[src/hdl/xio_cfg_pkg.sv]
// Constants, field layout and decode helpers for the configuration word block.
// Assumes word addresses count 16-bit words and one word moves per link clock edge.
package xio_cfg_pkg;

  // Width of a 16-bit word address built from the command-address word.
  localparam int ADDR_W = 24;

  // Value loaded into the configuration word at reset.
  localparam logic [15:0] CONFIG_RESET = 16'h8f2f;

  // Field positions inside the configuration word.
  localparam int POWER_BIT  = 15;
  localparam int DRV_MSB    = 14;
  localparam int DRV_LSB    = 12;
  localparam int LAT_MSB    = 7;
  localparam int LAT_LSB    = 4;
  localparam int FIXED_BIT  = 3;
  localparam int HYBRID_BIT = 2;
  localparam int BLEN_MSB   = 1;
  localparam int BLEN_LSB   = 0;

  // Field positions inside the command-address word.
  localparam int CMD_RW_BIT    = 47;
  localparam int CMD_SPACE_BIT = 46;
  localparam int CMD_BURST_BIT = 45;

  // Register address bits that select the configuration word.
  localparam logic [39:0] CONFIG_REG_ADDR = 40'h0001000000;

  // Index of the last of the three command-address edges.
  localparam logic [1:0] CMD_LAST = 2'h2;

  // Data returned by a register read at an address that holds nothing.
  localparam logic [15:0] UNMAPPED_READ = 16'h0000;

  // Initial latency in link clocks; reserved codes fall back to seven.
  function automatic logic [3:0] latency_clocks(input logic [3:0] code);
    case (code)
      4'h0:    latency_clocks = 4'h5;
      4'h1:    latency_clocks = 4'h6;
      4'h2:    latency_clocks = 4'h7;
      4'he:    latency_clocks = 4'h3;
      4'hf:    latency_clocks = 4'h4;
      default: latency_clocks = 4'h7;
    endcase
  endfunction : latency_clocks

  // Latency in link edges, doubled when the extra refresh latency applies.
  function automatic logic [4:0] latency_edges(input logic [3:0] code, input logic dbl);
    latency_edges = dbl ? {latency_clocks(code), 1'b0} << 1 : {latency_clocks(code), 1'b0};
  endfunction : latency_edges

  // Wrap group size in 16-bit words for a burst length code.
  function automatic logic [7:0] wrap_words(input logic [1:0] code);
    case (code)
      2'h0:    wrap_words = 8'h80;
      2'h1:    wrap_words = 8'h40;
      2'h2:    wrap_words = 8'h10;
      default: wrap_words = 8'h20;
    endcase
  endfunction : wrap_words

  // First word address of a burst taken from row, half-page and column bits.
  function automatic logic [ADDR_W-1:0] start_word(input logic [47:0] ca);
    start_word = {ca[35:16], ca[2:0], 1'b0};
  endfunction : start_word

endpackage : xio_cfg_pkg

[src/hdl/core_link_if.sv]
// Interface joining the link controller, configuration word and burst sequencer.
// Assumes all three sit on the same system clock.
`timescale 1ns/1ps
interface core_link_if;
  import xio_cfg_pkg::*;

  logic              wr_en;      // One-cycle load of the configuration word.
  logic [15:0]       wr_data;    // Word written by the host.
  logic              wake;       // One-cycle wake from deep power down.
  logic [15:0]       cfg;        // Current configuration word.
  logic              start;      // One-cycle burst start.
  logic [ADDR_W-1:0] start_addr; // First word of the burst.
  logic              wrapped;    // High when the burst type asks for a wrap.
  logic              step;       // One-cycle advance to the next word.
  logic [ADDR_W-1:0] addr;       // Current word address.

  modport reg_mp (input wr_en, wr_data, wake, output cfg);
  modport seq_mp (input start, start_addr, wrapped, step, cfg, output addr);
  modport ctl_mp (output wr_en, wr_data, wake, start, start_addr, wrapped, step,
                  input cfg, addr);
endinterface : core_link_if

[src/hdl/config_word_reg.sv]
// Configuration word storage with reset defaults and power down wake.
// Assumes write and wake strobes are one-cycle pulses on clk_i.
`timescale 1ns/1ps
module config_word_reg
  import xio_cfg_pkg::*;
(
  // Clock and reset.
  input  wire logic   clk_i,
  input  wire logic   rst_i,
  // Link to the controller.
  core_link_if.reg_mp link
);

  // A host write loads the whole word; a wake restores normal operation.
  // The wake is applied last so it wins over a write in the same cycle.
  always_ff @(posedge clk_i) begin
    if (rst_i) begin
      link.cfg <= CONFIG_RESET;
    end else begin
      if (link.wr_en) begin
        link.cfg <= link.wr_data;
      end
      if (link.wake) begin
        link.cfg[POWER_BIT] <= 1'b1;
      end
    end
  end
endmodule : config_word_reg

[src/hdl/burst_addr_seq.sv]
// Word address sequencer for linear, legacy wrapped and hybrid bursts.
// Assumes start and step are one-cycle pulses and never coincide.
`timescale 1ns/1ps
module burst_addr_seq
  import xio_cfg_pkg::*;
#(
  parameter int AW = ADDR_W // Address width in words.
)(
  // Clock and reset.
  input  wire logic   clk_i,
  input  wire logic   rst_i,
  // Link to the controller.
  core_link_if.seq_mp link
);

  // A wrap group of 128 words needs at least eight address bits.
  if (AW < 8 || AW != ADDR_W) begin : g_check
    $error("burst_addr_seq: unsupported address width");
  end

  logic [AW-1:0] addr;     // Current word address.
  logic [7:0]    len;      // Wrap group size latched at start.
  logic [7:0]    cnt;      // Words stepped inside the first wrap.
  logic          wrap;     // Burst is wrapped.
  logic          hyb;      // Hybrid sequence selected.
  logic          lin;      // Wrap finished, now linear.
  logic [AW-1:0] start_a;  // Start word kept for checking.

  wire [AW-1:0] mask    = {{(AW-8){1'b0}}, len - 8'h01};
  wire [AW-1:0] base    = addr & ~mask;
  wire [AW-1:0] inc     = AW'(addr + 1'b1);
  wire          wrap_end = cnt == len - 8'h01;
  wire [AW-1:0] next_addr =
    (!wrap || lin)  ? inc :
    (hyb && wrap_end) ? AW'(base + {{(AW-8){1'b0}}, len}) :
    base | (inc & mask);

  assign link.addr = addr;

  // Latches the burst shape at start, then walks the word sequence.
  always_ff @(posedge clk_i) begin
    if (rst_i) begin
      addr <= '0;
      len <= 8'h20;
      cnt <= 8'h00;
      wrap <= 1'b0;
      hyb <= 1'b0;
      lin <= 1'b0;
      start_a <= '0;
    end else if (link.start) begin
      addr <= link.start_addr;
      start_a <= link.start_addr;
      len <= wrap_words(link.cfg[BLEN_MSB:BLEN_LSB]);
      hyb <= ~link.cfg[HYBRID_BIT];
      wrap <= link.wrapped;
      cnt <= 8'h00;
      lin <= 1'b0;
    end else if (link.step) begin
      addr <= next_addr;
      if (wrap && !lin) begin
        cnt <= 8'(cnt + 8'h01);
        lin <= hyb && wrap_end;
      end
    end
  end
endmodule : burst_addr_seq

[src/hdl/xio_cfg_burst.sv]
// Device side of the memory bus: command capture, latency, configuration word
// access and burst addressing towards the memory array.
// Assumes the host link clock is slow against clk_i (at least four clk_i per edge),
// and that the array answers a read strobe with data one cycle later.
`timescale 1ns/1ps
module xio_cfg_burst
  import xio_cfg_pkg::*;
(
  // System clock and reset.
  input  wire logic              clk_i,
  input  wire logic              rst_i,
  // Memory bus pins.
  input  wire logic              ck_i,
  input  wire logic              cs_n_i,
  input  wire logic [15:0]       dq_i,
  output logic      [15:0]       dq_o,
  output logic                   dq_oe_o,
  input  wire logic              read_write_strobe_i,
  output logic                   read_write_strobe_o,
  output logic                   read_write_strobe_oe_o,
  // Array refresh and power management.
  input  wire logic              refresh_needed_i,
  input  wire logic              deep_power_down_exit_i,
  // Memory array port.
  input  wire logic [15:0]       mem_rdata_i,
  output logic      [ADDR_W-1:0] mem_addr_o,
  output logic                   mem_rd_o,
  output logic                   mem_wr_o,
  output logic      [15:0]       mem_wdata_o,
  output logic                   mem_mask_o,
  // Configuration outputs.
  output logic                   deep_power_down_o,
  output logic      [2:0]        drive_strength_o
);

  // Transaction phases as seen by the device.
  // Command edges, latency wait, register write data edge, read and array write data edges and the
  // dead phase after a register write that lasts until chip select rises.
  typedef enum logic [2:0] {ST_IDLE, ST_CMD, ST_LAT, ST_WREG, ST_DATA, ST_DONE} state_type;

  core_link_if link ();

  logic [1:0]  ck_sync;   // Link clock synchroniser.
  logic [1:0]  cs_sync;   // Chip select synchroniser.
  logic [1:0]  strobe_sync; // Strobe synchroniser.
  logic [15:0] dq_meta;   // First stage of the data synchroniser.
  logic [15:0] dq_sync;   // Second stage of the data synchroniser.
  logic        ck_prev;   // Synchronised link clock one cycle late.
  state_type   state;     // Current transaction phase.
  logic [1:0]  cmd_cnt;   // Command edges taken so far.
  logic [47:0] cmd_word;  // Command-address word being assembled.
  logic [4:0]  lat_cnt;   // Latency edges still to wait.
  logic        dbl;       // Doubled latency for this transaction.
  logic        is_read;   // Transaction reads.
  logic        is_reg;    // Transaction targets register space.
  logic        reg_hit;   // Register address selects the configuration word.
  logic [1:0]  rd_pend;   // Read word on its way to the pins.

  // Decode of the link and the phase, shared by all processes below.
  wire        link_edge = ck_sync[1] ^ ck_prev;
  wire        cs_act    = ~cs_sync[1];
  // The command word shifts in most significant part first, one word per edge.
  wire [47:0] next_cmd  = {cmd_word[31:0], dq_sync};
  wire        cmd_done  = state == ST_CMD && link_edge && cmd_cnt == CMD_LAST;
  wire        ncmd_read = next_cmd[CMD_RW_BIT];
  wire        ncmd_reg  = next_cmd[CMD_SPACE_BIT];
  wire        ncmd_wreg = !ncmd_read && ncmd_reg;
  wire        ncmd_hit  = next_cmd[39:0] == CONFIG_REG_ADDR;
  wire        next_dbl  = link.cfg[FIXED_BIT] | refresh_needed_i;
  wire        data_edge = state == ST_DATA && link_edge;
  wire        wreg_edge = state == ST_WREG && link_edge;
  wire [4:0]  lat_load  = 5'(latency_edges(link.cfg[LAT_MSB:LAT_LSB], dbl) - 5'h01);

  // Requests to the configuration word and the burst sequencer.
  assign link.wr_en      = wreg_edge && reg_hit;
  assign link.wr_data    = dq_sync;
  assign link.wake       = deep_power_down_exit_i;
  assign link.start      = cmd_done;
  assign link.start_addr = start_word(next_cmd);
  assign link.wrapped    = ~next_cmd[CMD_BURST_BIT];
  assign link.step       = data_edge && !is_reg;

  config_word_reg u_cfg (
    .clk_i (clk_i),
    .rst_i (rst_i),
    .link  (link)
  );

  burst_addr_seq #(.AW(ADDR_W)) u_seq (
    .clk_i (clk_i),
    .rst_i (rst_i),
    .link  (link)
  );

  // Two flip-flops on every memory bus pin before any logic looks at it.
  always_ff @(posedge clk_i) begin
    if (rst_i) begin
      ck_sync <= 2'h0;
      cs_sync <= 2'h3;
      strobe_sync <= 2'h0;
      dq_meta <= 16'h0000;
      dq_sync <= 16'h0000;
      ck_prev <= 1'b0;
    end else begin
      ck_sync <= {ck_sync[0], ck_i};
      cs_sync <= {cs_sync[0], cs_n_i};
      strobe_sync <= {strobe_sync[0], read_write_strobe_i};
      dq_meta <= dq_i;
      dq_sync <= dq_meta;
      ck_prev <= ck_sync[1];
    end
  end

  // Phase sequence; chip select going high ends any transaction at once.
  // In deep power down the device stays idle and ignores the bus.
  always_ff @(posedge clk_i) begin
    if (rst_i || !cs_act) begin
      state <= ST_IDLE;
    end else begin
      unique case (state)
        ST_IDLE: begin
          if (link.cfg[POWER_BIT]) begin
            state <= ST_CMD;
          end
        end
        ST_CMD: begin
          if (cmd_done) begin
            state <= ncmd_wreg ? ST_WREG : ST_LAT;
          end
        end
        ST_LAT: begin
          if (link_edge && lat_cnt == 5'h00) begin
            state <= ST_DATA;
          end
        end
        ST_WREG: begin
          if (link_edge) begin
            state <= ST_DONE;
          end
        end
        ST_DATA: begin
          state <= ST_DATA;
        end
        ST_DONE: begin
          state <= ST_DONE;
        end
      endcase
    end
  end

  // Command capture and latency count.
  always_ff @(posedge clk_i) begin
    if (rst_i) begin
      cmd_cnt <= 2'h0;
      cmd_word <= 48'h000000000000;
      lat_cnt <= 5'h00;
      dbl <= 1'b0;
      is_read <= 1'b0;
      is_reg <= 1'b0;
      reg_hit <= 1'b0;
    end else begin
      if (state == ST_IDLE) begin
        cmd_cnt <= 2'h0;
        dbl <= next_dbl;
      end
      if (state == ST_CMD && link_edge) begin
        cmd_word <= next_cmd;
        cmd_cnt <= 2'(cmd_cnt + 2'h1);
      end
      if (cmd_done) begin
        is_read <= ncmd_read;
        is_reg <= ncmd_reg;
        reg_hit <= ncmd_hit;
        lat_cnt <= lat_load;
      end else if (state == ST_LAT && link_edge) begin
        lat_cnt <= 5'(lat_cnt - 5'h01);
      end
    end
  end

  // Pin drivers: the strobe flags doubled latency (fixed or refresh) during the command,
  // then marks each read word by toggling.
  always_ff @(posedge clk_i) begin
    if (rst_i || !cs_act) begin
      read_write_strobe_oe_o <= 1'b0;
      read_write_strobe_o <= 1'b0;
      dq_oe_o <= 1'b0;
      dq_o <= 16'h0000;
    end else if (state == ST_IDLE) begin
      read_write_strobe_oe_o <= link.cfg[POWER_BIT];
      read_write_strobe_o <= next_dbl;
    end else if (cmd_done) begin
      // Writes release the strobe; the host never masks a register word.
      read_write_strobe_oe_o <= ncmd_read;
      read_write_strobe_o <= 1'b0;
    end else if (rd_pend[1]) begin
      dq_oe_o <= 1'b1;
      dq_o <= !is_reg ? mem_rdata_i : reg_hit ? link.cfg : UNMAPPED_READ;
      read_write_strobe_o <= ~read_write_strobe_o;
    end
  end

  // Array strobes and the registered configuration outputs.
  always_ff @(posedge clk_i) begin
    if (rst_i) begin
      rd_pend <= 2'h0;
      mem_rd_o <= 1'b0;
      mem_wr_o <= 1'b0;
      mem_addr_o <= '0;
      mem_wdata_o <= 16'h0000;
      mem_mask_o <= 1'b0;
      deep_power_down_o <= 1'b0;
      drive_strength_o <= 3'h0;
    end else begin
      rd_pend <= {rd_pend[0], data_edge && is_read};
      mem_rd_o <= link.step && is_read;
      mem_wr_o <= link.step && !is_read;
      mem_addr_o <= link.addr;
      mem_wdata_o <= dq_sync;
      mem_mask_o <= strobe_sync[1];
      deep_power_down_o <= ~link.cfg[POWER_BIT];
      drive_strength_o <= link.cfg[DRV_MSB:DRV_LSB];
    end
  end

  // A transaction may only begin while the device is awake and selected.
  wire txn_begin = state == ST_IDLE && cs_act && link.cfg[POWER_BIT];
endmodule : xio_cfg_burst

[config.mk]
export PLATFORM = sky130hd
export DESIGN_NAME = xio_cfg_burst
export DESIGN_NICKNAME = d
export VERILOG_FILES = /design/src/hdl/xio_cfg_pkg.sv /design/src/hdl/core_link_if.sv /design/src/hdl/config_word_reg.sv /design/src/hdl/burst_addr_seq.sv /design/src/hdl/xio_cfg_burst.sv
export SDC_FILE = /design/constraint.sdc
export NUM_CORES = 1
export LEC_CHECK = 0
export BUFFER_PORTS_ARGS = -buffer_cell sky130_fd_sc_hd__buf_4
export CAP_MARGIN = 20
export CORE_UTILIZATION = 65
export CTS_BUF_LIST = sky130_fd_sc_hd__clkbuf_2
export CTS_CLUSTER_DIAMETER = 40
export DETAILED_ROUTE_END_ITERATION = 8
export PLACE_DENSITY_LB_ADDON = 0.1
export SYNTH_ARGS = -nofsm -noshare
export SYNTH_HDL_FRONTEND = slang
export SYNTH_SLANG_ARGS = --single-unit
[constraint.sdc]
create_clock -name clk_i -period 5.91 [get_ports clk_i]
set_input_delay 0 -clock clk_i [delete_from_list [all_inputs] [get_ports clk_i]]
set_output_delay 0 -clock clk_i [all_outputs]
set_load 0.01 [all_outputs]
==> flow_summary_export.csv <==
group,metric,value,unit
global_routing,gr-total-overflow,0,
yosys,synth_edf_count,0,
floorplan,io_pins,105,
timing,rsz0062_at_grt,"false",
yosys,syn_nets,1068,
power,ir_worst_vdd,204,uV
global_routing,grt_pass1_vias,8464,
layout,final_util,83.3,%
job,cap_violations,0,
placement,port_buffers,104,
yosys,mappedNetlistArea,0.00869,mm^2
global_routing,grt_pass1_wl,45400,um
yosys,ys_types,76,
detailed_routing,post_drt_wl_per_cell,20.5,um
placement,dp.cells,1238,
power,p_leak,4.19,nW
clock_network,clockBufferDepth,3,
layout,largest_reg_flops,27,
global_routing,use_met2,64.7,%
critical_path,cp.arrival,4.25,ns
yosys,ys_seq_area_share,46.8,%
floorplan,initial_utilization,67.7,%
clock_network,htreeDepth,2,
detailed_routing,routed_wl,28800,um
global_routing,grt_max_degree,60,
detailed_routing,drc_errors,0,
layout,top_register,"cmd_word",
clock_network,clock-sinks,203,
detailed_routing,drtAntennaViolNets,0,
critical_path,cp.required,6.73,ns
timing,maxSlewViolCount,0,
critical_path,worst_setup_path_end_kind,"flop",
run_status,status,"finished clean",
floorplan,dieArea,0.0138,mm^2
yosys,synth_seq_cells,203,
global_routing,use_met3,10.9,%
global_routing,grt-busiest-layer,"met2",
clock_network,cts_resized,0,
floorplan,row_count,41,
layout,final_nets,1240,
timing,min_period,3.43,ns
timing,min_period_over_period,58.0,%
layout,drive_gt1_share,17.7,%
critical_path,worst-setup-path-type,"reg -> reg",
layout,layout.cells.non_filler,1405,
floorplan,dieHeight,118,um
timing,setup_viol,0,
global_routing,use_met1,50.5,%
yosys,ys_warn_count,0,
hold_path,hold_path.class,"in -> reg",
timing,maxSlewHeadroom,17.1,%
timing,fin_skew,0.118,ns
yosys,syn_area_per_cell,8.49,um^2
clock_network,cts_hold_buf,76,
timing,final_hold_viol_count,0,
yosys,synth_top_flop_cell,"dfxtp_1",
detailed_routing,drt_iter0_markers,1232,
clock_network,cts_buffers,50,
layout,final_common_cell,"dfxtp_1",
timing,fin_setup_tns,0,ns
floorplan,die_x,118,um
detailed_routing,vias,8806,
yosys,async_flop_share,0,%
clock_network,postCtsSetupBuffers,0,
global_routing,grt_usage,41.5,%
clock_network,cts_tree,"yes",
detailed_routing,drt-pass1-iter-count,6,
floorplan,coreArea,0.0128,mm^2
power,cellPowerDensity,235,mW/mm^2
detailed_routing,viasPerCell,6.27,
global_routing,antenna_found_initial,3,
clock_network,clock_latency,0.90,ns
layout,fill_cells,773,
placement,routabilityCongestion,0.955,
layout,layout-area-overhead-vs-synth,22.9,%
timing,worstMarginPinSlew,1.23,ns
layout,layout_common_cells,"dfxtp_1 (203), nand2_1 (125), buf_4 (112), nor2b_1 (96), nor2_1 (94)",
yosys,netlist_instances,1023,
timing,fmaxAchievable,292,MHz
clock_network,clockRootBuffer,"clkbuf_2",
critical_path,cp_max_fo,13,
layout,top_regs,"cmd_word: 27 flops, mem_addr_o: 24 flops, u_seq.link.addr: 24 flops",
clock_network,path_clk_slew,0.13,ns
placement,dpl.hpwl,15300,um
critical_path,cp-start-kind,"flop",
[worst max-delay path: stages (launching register included)]
cell,delay [ns]
dfxtp_1,0.56
inv_1,0.09
ha_1,0.37
xnor2_1,0.16
nor3_1,0.72
a31oi_1,0.25
nor2_1,0.85
o21ai_0,0.18
a211oi_1,0.26
[synth_stat cells, drive strengths merged (11+ instances only)]
library cell,instances,share of area (%)
nor3,25,1.7
a21oi,80,4.7
nand4,18,1.4
a211oi,31,2.7
xor2,17,1.8
inv,13,0.56
clkbuf,56,2.4
nor2b,96,6.9
xnor2,17,1.7
nor4,24,2.1
dfxtp,203,47
a31oi,11,0.79
nor2,94,4.1
nand3,32,1.9
buf,13,0.86
nand2,125,5.4
and3,12,0.86
o21ai,36,2.1
[through the flow]
step	hold WS [ns]	worst slack [ns]	instance area, um^2	power [mW]
6_report	0.121	2.48	10700	2.51
5_1_grt	0.101	2.20	10700	2.59
4_1_cts	0.0487	2.60	10700	2.44
3_5_place_dp	0.188	2.63	9460	1.50
3_3_place_gp	0.186	2.71	9460	1.50
2_1_floorplan	0.0961	3.25	8690	1.47
[cells by family (layout without fill, tap and decap cells)]
| family | Yosys count | after routing | synth area share, % |
|---|---|---|---|
| AND/OR/NAND/NOR | 469 | 469 | 27.9 |
| XOR/XNOR | 34 | 34 | 3.51 |
| multiplexers | 3 | 3 | 0.374 |
| buffers and inverters | 83 | 291 | 3.89 |
| other | 0 | 2 | 0 |
| flip-flops | 203 | 203 | 46.8 |
| adder cells (fa/ha/maj) | 6 | 6 | 0.864 |
| AO/OA/AOI/OAI | 225 | 225 | 16.7 |
[per-layer routing]
metal	wire [um]	up-vias
met5	17	-
met4	1830	2
met3	3220	154
met2	13100	674
met1	10600	4013
li1	-	3963
[power by group]
| part | internal, mW | switching [mW] | leakage [nW] |
|---|---|---|---|
| Combinational | 0.0712 | 0.0585 | 2.20 |
| Clock | 0.349 | 0.631 | 0.348 |
| Sequential | 1.38 | 0.0157 | 1.65 |
| Total | 1.80 | 0.706 | 4.19 |
[final cells by class]
type,count,area (um^2),area share (%)
Clock buffer,77,385,3.61
Multi-Input combinational cell,737,4290,40.2
Tap cell,172,215,2.02
Sequential cell,203,4060,38.1
Timing Repair Buffer,189,1610,15.0
Clock inverter,11,58.8,0.551
Antenna cell,2,5.00,0.0469
Inverter,14,52.6,0.492
[final timing paths]
path / slack [ns] / cells past startpoint / endpoint / start
worst max register to register: 2.48 / 8 / u_seq.link.addr[19] / u_seq.len[4]
worst min-delay path: 0.12 / 4 / read_write_strobe_o / refresh_needed_i
worst max-delay path: 2.48 / 8 / u_seq.link.addr[19] / u_seq.len[4]
worst min register to register: 0.45 / 1 / rd_pend[1] / rd_pend[0]
Power figures use the tool's default switching activity.
